===== config.mk =====
export PLATFORM = sky130hd
export DESIGN_NAME = command_mode_packet_transmit
export DESIGN_NICKNAME = d
export VERILOG_FILES = /design/src/verilog/command_mode_packet_transmit.v
export VERILOG_INCLUDE_DIRS = /design/src /design/src/verilog
export SDC_FILE = /design/constraint.sdc
export NUM_CORES = 1
export LEC_CHECK = 0
export BUFFER_PORTS_ARGS = -buffer_cell sky130_fd_sc_hd__buf_2
export CAP_MARGIN = 30
export CORE_ASPECT_RATIO = 0.7
export CORE_MARGIN = 5
export CORE_UTILIZATION = 60
export DETAILED_ROUTE_END_ITERATION = 12
export PLACE_DENSITY_LB_ADDON = 0.05
export SYNTH_ARGS = -nofsm -noshare
export SYNTH_HDL_FRONTEND = slang
export SYNTH_SLANG_ARGS = --single-unit
export TNS_END_PERCENT = 1

===== constraint.sdc =====
create_clock -name mclk -period 5.2 [get_ports mclk]
set_clock_uncertainty 0.05 [all_clocks]
set_input_delay 0.26 -clock mclk [delete_from_list [all_inputs] [get_ports mclk]]
set_output_delay 0.26 -clock mclk [all_outputs]
set_load 0.02 [all_outputs]

===== src/verilog/cmd_transmit_map.vh =====
// Constants for the command-mode direct transmit interpreter
`ifndef CMD_TRANSMIT_MAP_VH
`define CMD_TRANSMIT_MAP_VH
`define INTRO_CHAR 8'h24
`define COLON_CHAR 8'h3A
`define DIGIT_LO 8'h30
`define DIGIT_HI 8'h39
`define UPPER_LO 8'h41
`define UPPER_HI 8'h46
`define LOWER_LO 8'h61
`define LOWER_HI 8'h66
`define LETTER_OFS 4'h9
`define BUF_DEPTH 16
`define LEN_W 4
`endif


===== src/verilog/command_mode_packet_transmit.v =====
// Direct transmit command interpreter for setup mode
`timescale 1ns/100ps
`include "cmd_transmit_map.vh"

// How it works
// - In setup mode a dollar byte starts a direct transmit command.
// - One hex character follows; buffer length is its value plus one.
// - Right after the length character a colon is returned to host.
// - After the final payload byte the radio keys and sends the packet.
// - Once sent, the device returns to setup mode, not data mode.
module command_mode_packet_transmit (
    // Clock and reset
    input wire mclk,
    input wire rst,
    // Received serial bytes, setup mode flag
    input wire setupMode,
    input wire [7:0] rxByte,
    input wire rxValid,
    // Reply byte towards the host
    output reg [7:0] ackByte,
    output reg ackValid,
    input wire ackReady,
    // Packet towards the radio
    output reg txKey,
    output reg [7:0] pktByte,
    output reg pktValid,
    input wire pktReady,
    output reg pktLast,
    input wire pktDone,
    // Status
    output reg busy
);

// ----------------------------------------
// State
// ----------------------------------------
localparam IDLE = 5'h01;
localparam LEN = 5'h02;
localparam DATA = 5'h04;
localparam SEND = 5'h08;
localparam WAIT = 5'h10;

reg [4:0] state_q;
reg [4:0] state_d;
reg [3:0] len_q;
reg [3:0] len_d;
reg [3:0] cnt_q;
reg [3:0] cnt_d;
reg [7:0] ackByte_d;
reg ackValid_d;
reg txKey_d;
reg [7:0] pktByte_d;
reg pktValid_d;
reg pktLast_d;
reg busy_d;

// Whole packet kept; the radio may stall between bytes
reg [7:0] buffer [0:`BUF_DEPTH-1];

// ----------------------------------------
// Handshake terms
// ----------------------------------------
wire ackTaken;
wire pktTaken;
wire lastIndex;
wire introSeen;

assign ackTaken = ackValid & ackReady;
assign pktTaken = pktValid & pktReady;
assign lastIndex = (cnt_q == len_q);
// Introducer only counts in setup mode
assign introSeen = setupMode & rxValid & (rxByte == `INTRO_CHAR);

// ----------------------------------------
// Hex decode
// ----------------------------------------
// Lower case accepted as well
reg hexOk;
reg [3:0] hexVal;
always @* begin
    hexOk = 1'b1;
    hexVal = 4'h0;
    if (rxByte >= `DIGIT_LO && rxByte <= `DIGIT_HI) begin
        hexVal = rxByte[3:0];
    end else if ((rxByte >= `UPPER_LO && rxByte <= `UPPER_HI) ||
                 (rxByte >= `LOWER_LO && rxByte <= `LOWER_HI)) begin
        hexVal = rxByte[3:0] + `LETTER_OFS;
    end else begin
        hexOk = 1'b0;
    end
end

// ----------------------------------------
// Payload store
// ----------------------------------------
// No reset; a slot is only read after it is written
always @(posedge mclk) begin
    if (state_q == DATA && rxValid) begin
        buffer[cnt_q] <= rxByte;
    end
end

// ----------------------------------------
// Next state
// ----------------------------------------
always @* begin
    state_d = state_q;
    len_d = len_q;
    cnt_d = cnt_q;
    ackByte_d = ackByte;
    ackValid_d = ackValid;
    txKey_d = txKey;
    pktByte_d = pktByte;
    pktValid_d = pktValid;
    pktLast_d = pktLast;
    busy_d = busy;
    // Clear first, so a fresh colon in the same cycle wins
    if (ackTaken) begin
        ackValid_d = 1'b0;
    end
    case (state_q)
        IDLE: begin
            busy_d = 1'b0;
            if (introSeen) begin
                busy_d = 1'b1;
                state_d = LEN;
            end
        end
        LEN: begin
            if (rxValid) begin
                if (hexOk) begin
                    len_d = hexVal;
                    cnt_d = 4'h0;
                    ackByte_d = `COLON_CHAR;
                    ackValid_d = 1'b1;
                    state_d = DATA;
                end else begin
                    // Bad length: dropped quietly, no reply
                    state_d = IDLE;
                end
            end
        end
        DATA: begin
            // Bytes counted up to the length value, then keyed
            if (rxValid) begin
                if (lastIndex) begin
                    cnt_d = 4'h0;
                    txKey_d = 1'b1;
                    state_d = SEND;
                end else begin
                    cnt_d = cnt_q + 4'h1;
                end
            end
        end
        SEND: begin
            // Byte held until the radio takes it
            if (!pktValid || pktReady) begin
                pktByte_d = buffer[cnt_q];
                pktValid_d = 1'b1;
                pktLast_d = lastIndex;
                if (lastIndex) begin
                    state_d = WAIT;
                end else begin
                    cnt_d = cnt_q + 4'h1;
                end
            end
        end
        WAIT: begin
            if (pktTaken) begin
                pktValid_d = 1'b0;
                pktLast_d = 1'b0;
            end
            // Radio stays keyed until the last byte is out
            if (pktDone && !pktValid) begin
                txKey_d = 1'b0;
                state_d = IDLE;
            end
        end
        default: begin
            state_d = IDLE;
        end
    endcase
end

// ----------------------------------------
// Registers
// ----------------------------------------
// Every output comes straight from one of these
always @(posedge mclk or posedge rst) begin
    if (rst) begin
        state_q <= IDLE;
        len_q <= 4'h0;
        cnt_q <= 4'h0;
        ackByte <= 8'h00;
        ackValid <= 1'b0;
        txKey <= 1'b0;
        pktByte <= 8'h00;
        pktValid <= 1'b0;
        pktLast <= 1'b0;
        busy <= 1'b0;
    end else begin
        state_q <= state_d;
        len_q <= len_d;
        cnt_q <= cnt_d;
        ackByte <= ackByte_d;
        ackValid <= ackValid_d;
        txKey <= txKey_d;
        pktByte <= pktByte_d;
        pktValid <= pktValid_d;
        pktLast <= pktLast_d;
        busy <= busy_d;
    end
end

endmodule // command_mode_packet_transmit


# After elaboration in Yosys (flattened, before gate mapping)
# Memory sizes are Yosys's and may differ from the RTL's. A register that Yosys moved wholly into a read port is not among the register bits.
# Index checks and enable logic that the tools add are counted.
# word_totals
reg_bits	19
elab_cells	92
ram_bits	128
n_memories	1
# memory_table
memory	words	width	read_ports	rd_clocked_by_memory_dff	write_ports	line_no	rtl
buffer	16	8	1	1	1	command_mode_packet_transmit.v:58	reg [7:0] buffer [0:`BUF_DEPTH-1];
# op_classes
n_eq_ne	17
n_lt_le_gt_ge	6
n_bitwise	4
n_reduce_logical	17
add_sub_neg	2
n_mux	36
# op_table
op	count
5-bit two-way mux	7
4-bit two-way mux	8
5-bit case mux with 5 select lines	1
2-bit != test, second input constant	10
8-bit by 7-bit greater-or-equal comparator with 1-bit output, second input constant	2
8-bit by 7-bit less-or-equal comparator with 1-bit output, second input constant	2
1-bit two-way mux	15
4-bit case mux with 3 select lines	1
8-bit by 6-bit == test with 1-bit output, second input constant	1
8-bit by 6-bit greater-or-equal comparator with 1-bit output, second input constant	1
8-bit by 6-bit less-or-equal comparator with 1-bit output, second input constant	1
7-bit AND reduction	1
1-bit case mux with 2 select lines	3
3-bit AND reduction	2
6-bit AND reduction	1
5-bit by 1-bit == test with 1-bit output, second input constant	1
5-bit by 2-bit == test with 1-bit output, second input constant	1
5-bit by 3-bit == test with 1-bit output, second input constant	1
5-bit by 4-bit == test with 1-bit output, second input constant	1
5-bit == test, second input constant	1
1-bit logical AND	5
4-bit by 1-bit adder with 4-bit output, second input constant	1
4-bit adder, second input constant	1
1-bit bitwise AND	4
8 further kinds	10

# Logic depth before layout (Yosys ltp)
# depth
depth_word	8
depth_mapped	8

# Worst setup path after synthesis
# Ideal clock, no wire load.
# synth_timing
path_type	register to register
start	reg state_q[4]
end	mem buffer[0][0], enable pin
required_ns	4.767
path_buffers	2
slack_ns	2.861
setup_ns	0.383
period_less_slack_ns	2.339
t_arrival_ns	1.905
stages_incl_launch_ff	7
cell_sequence	dfrtp_1 > clkbuf_1 > nor4_1 > and2_1 > clkbuf_1 > nand3_1 > nor3_1
# synth_via
elab_chain_cells	4
# synth_rtl
item	line_no	rtl
start: declaration	command_mode_packet_transmit.v:43	reg [4:0] state_q;
start signal: assignment	command_mode_packet_transmit.v:202	state_q <= state_d;
5-bit by 3-bit == test with 1-bit output	command_mode_packet_transmit.v:98	if (state_q == DATA && rxValid) begin
1-bit logical AND	command_mode_packet_transmit.v:98	
1-bit two-way mux	command_mode_packet_transmit.v:98	
1-bit two-way mux (implied by the code)	command_mode_packet_transmit.v:99	buffer[cnt_q] <= rxByte;
end: declaration	command_mode_packet_transmit.v:58	
# Every way passes these cells.

# Worst setup path in the final report
# layout_timing
start	reg cnt_q[1]
end	mem buffer[6][1], enable pin
# layout_lines
item	line_no	rtl
start: declaration	command_mode_packet_transmit.v:47	reg [3:0] cnt_q;
start signal: assignment	command_mode_packet_transmit.v:204	cnt_q <= cnt_d;
# Straight into the memory's write port.

==> impl_metrics.toml <==
[worst_hold_path]
min_path_type = "in2reg"
timing.hold.worst_path_depth = 4
min_to = "pktValid"
holdCritStartpoint = "pktReady"

[cts]
ctsLongestPathBuffers = 2
cts_root_buffer = "sky130_fd_sc_hd__clkbuf_16"
clk-insertion-delay-late_ps = 420
post_cts_buffers = 0
cts_buffer_count = 17
path_clk_slew_ps = 60
htreeDepth = 4
cts_tree = "yes"
cts-resized-gates = 0
clock_sink_count = 155

[placement]
dpl.hpwl_mm = 8.50
numPortBuffers = 31
post_dp_cell_area_sq_um = 6790
place.gp.congestion = 0.808

[global_routing]
grt_util_all_layers_pct = 21.3
grt_first_pass_wirelength_mm = 20.3
grt_antenna_before_repair = 2
vias_in_the_first_global_route = 3394
grt_start_max_net_pins = 37
grt-ovfl-total = 0

[pwr]
power.static_leakage_nw = 2.60
ir_drop_uv = 324
pwr_dens_nw_per_um2 = 505

[synthesis]
ys_seq_area_share_pct = 69.3
syn_avg_cell_area_sq_um = 17.5
yosys_register_bits = 155
syn_inst = 372
synth_cell_types = 54
synth-warning-count = 0
synth-edff-count = 128
synthesis.area_sq_um = 6530
synth-main-ff-cell = "sky130_fd_sc_hd__edfxtp_1"
asyncSetResetFlopFracSynth_pct = 17.4

[sta]
final_tns_setup_ps = 0
setup-violations-final = 0
slew_viol_final = 0
fmax_mhz = 378
grt_setup_unrepaired = "no"
finalWorstPathRequiredPeriod_ps = 2640
final.period_utilization_pct = 50.8
finalHoldViolCount = 0
timing.max_slew.rel_slack_pct = 29.7
timing_worst_slew_pin_value_ps = 1050

[cells_and_area]
final.fill_count = 682
diodes = 0
layout.nets = 431
synthToLayoutAreaGrowth_pct = 14.0
finish.instance_area_sq_um = 7440
final_layout_size_suffix_gt1_share_pct = 29.9

[worst_setup_path]
timing.critical_path.slowest_cell_delay_ps = 720
worst_setup_path_startpoint = "cnt_q[1]"
rr_startpoint = "cnt_q[1]"
critical_path.top_delay_family = "simple AND/OR/NAND/NOR gates"
worstSetupEndpointType = "flop"
reg2reg_to = "buffer[6][1]"
crit_chain = "buf_4 -> ha_1 -> nand3_1 -> nor2_1"
nature_of_the_critical_path_startpoint = "flop"
setup.worst_path.class = "reg2reg"
worst_r2r_path_depth = 4
critical_path.n_buffers_inverters = 1
cp.required_ps = 5190
timing.critical_path.arrival_ps = 2630
critPathSlowestCell = "sky130_fd_sc_hd__nor2_1"
r2r_slack_ps = 2560
critical_path.max_fanout = 26

[die]
die_width_um = 135
floorplan.rows = 31
starting_density_pct = 62.3
floorplan.io_pins = 36
die_h_um = 97.3
core-area_sq_um = 10500
die_area_sq_um = 13100

[detailed_routing]
postRouteWirelength_mm = 13.0
routed-via-count = 3433
detail_route.wl_per_cell_um = 23.4
detail_route.vias_per_cell = 6.20
drcViolationCount = 0
ant_nets_after_route = 0
drtPass1Iterations = 5
drt_iter0_drc = 317

[flow_run]
max_cap_viol_count = 0

[run_status]
outcome = "completed"
-- metal layers --
layer / up-vias / routed length [um] / track usage, %
li1: 1524 / - / -
met1: 1739 / 5870 / 32.1
met2: 144 / 5730 / 28.8
met3: 22 / 1070 / 8.02
met4: 4 / 252 / 7.12
met5: - / 27 / 0
-- layout make-up --
type / count / area, sq um / area share (%)
well taps: 132 / 165 / 2.22
clock buffers: 21 / 460 / 6.19
flip-flops and latches: 155 / 4520 / 60.8
repair buffers: 39 / 235 / 3.16
multi-input cells: 182 / 1830 / 24.7
clock inverters: 11 / 168 / 2.25
inverters: 14 / 52.6 / 0.707
-- cells in the mapped netlist, types with 3 or more instances --
| cell | instances | share of area, % |
|---|---|---|
| sky130_fd_sc_hd__nand2_1 | 11 | 0.63 |
| sky130_fd_sc_hd__nand4_1 | 3 | 0.29 |
| sky130_fd_sc_hd__buf_4 | 7 | 0.81 |
| sky130_fd_sc_hd__nor2_1 | 22 | 1.3 |
| sky130_fd_sc_hd__edfxtp_1 | 128 | 59 |
| sky130_fd_sc_hd__o21ai_0 | 12 | 0.92 |
| sky130_fd_sc_hd__clkbuf_1 | 11 | 0.63 |
| sky130_fd_sc_hd__a21oi_1 | 7 | 0.54 |
| sky130_fd_sc_hd__mux2_2 | 8 | 1.4 |
| sky130_fd_sc_hd__xnor2_1 | 4 | 0.54 |
| sky130_fd_sc_hd__inv_1 | 13 | 0.75 |
| sky130_fd_sc_hd__nor3_1 | 8 | 0.61 |
| sky130_fd_sc_hd__nand3b_1 | 3 | 0.35 |
| sky130_fd_sc_hd__buf_2 | 5 | 0.38 |
| sky130_fd_sc_hd__mux4_2 | 40 | 14 |
| sky130_fd_sc_hd__dfrtp_1 | 26 | 10 |
| sky130_fd_sc_hd__nand3_1 | 7 | 0.54 |
| sky130_fd_sc_hd__xor2_1 | 3 | 0.40 |
| sky130_fd_sc_hd__ha_1 | 7 | 1.3 |
-- sequential cells by signal, indices dropped and copies added, names as in the netlist --
| name | count |
|---|---|
| pktValid | 1 |
| busy | 1 |
| pktByte | 8 |
| state_q | 5 |
| txKey | 1 |
| buffer | 128 |
| pktLast | 1 |
| ackByte | 1 |
| ackValid | 1 |
| len_q | 4 |
| cnt_q | 4 |
-- worst max-delay path by stage --
stage	cells after the start	to
2_1_floorplan	6	buffer[0][0]
3_3_place_gp	4	buffer[3][3]
3_5_place_dp	8	len_q[0]
4_1_cts	4	buffer[6][4]
5_1_grt	4	buffer[6][4]
6_report	4	buffer[6][1]
-- metrics by stage --
step	std cells	power [mW]	utilization (%)	worst slack (ps)	hold WS, ps
CTS	553	3.78	70.9	2510	52.3
floorplan	375	2.23	-	2860	262
global route	554	3.92	71.0	2360	58.3
global placement	518	2.48	64.5	2310	407
finish	554	3.76	71.0	2560	59.1
detailed placement	520	2.49	64.8	2440	151
-- report_power, final --
group / switching, mW / internal [mW] / leakage, nW
logic: 0.494 / 0.461 / 0.815
registers: 0.0943 / 1.41 / 1.49
clock network: 0.467 / 0.826 / 0.291
-- layout by cell type, fill, tap and decap left out, types with 4 or more instances in the layout --
cell type                    count
sky130_fd_sc_hd__nand3_1         7
sky130_fd_sc_hd__a21oi_1         7
sky130_fd_sc_hd__clkbuf_16      17
sky130_fd_sc_hd__nor3_1          8
sky130_fd_sc_hd__clkinvlp_4      5
sky130_fd_sc_hd__o21ai_0        12
sky130_fd_sc_hd__mux4_2         40
sky130_fd_sc_hd__inv_1          13
sky130_fd_sc_hd__conb_1          4
sky130_fd_sc_hd__edfxtp_1      128
sky130_fd_sc_hd__bufinv_16       4
sky130_fd_sc_hd__buf_2          32
sky130_fd_sc_hd__xnor2_1         4
sky130_fd_sc_hd__buf_4           4
sky130_fd_sc_hd__ha_1            7
sky130_fd_sc_hd__dfrtp_1        25
sky130_fd_sc_hd__nor2_1         22
sky130_fd_sc_hd__nand2_1        11
sky130_fd_sc_hd__mux2_2          8
-- kinds of logic after synthesis --
kind of cell             Yosys count  synth area share (%)
adder cells (fa/ha/maj)            7                  1.34
buffers and inverters             38                  2.80
AND/OR/NAND/NOR                   78                  6.44
flip-flops                       155                  69.3
other                              1                0.0575
AO/OA/AOI/OAI                     36                  3.64
XOR/XNOR                           7                 0.940
multiplexers                      50                  15.5
-- repair_timing --
item | 4_1_cts | 5_1_grt
hold buffers | 1 | 0
hold endpoints to repair | 26 | 0
setup endpoints to repair | 0 | 0
-- tightest hold or removal path, delay by kind of cell --
family,cells,cell delay [ps]
and+or+nand+nor,3,130
buffers and inverters,1,90
No activity file was read; power rests on OpenSTA's default activity.
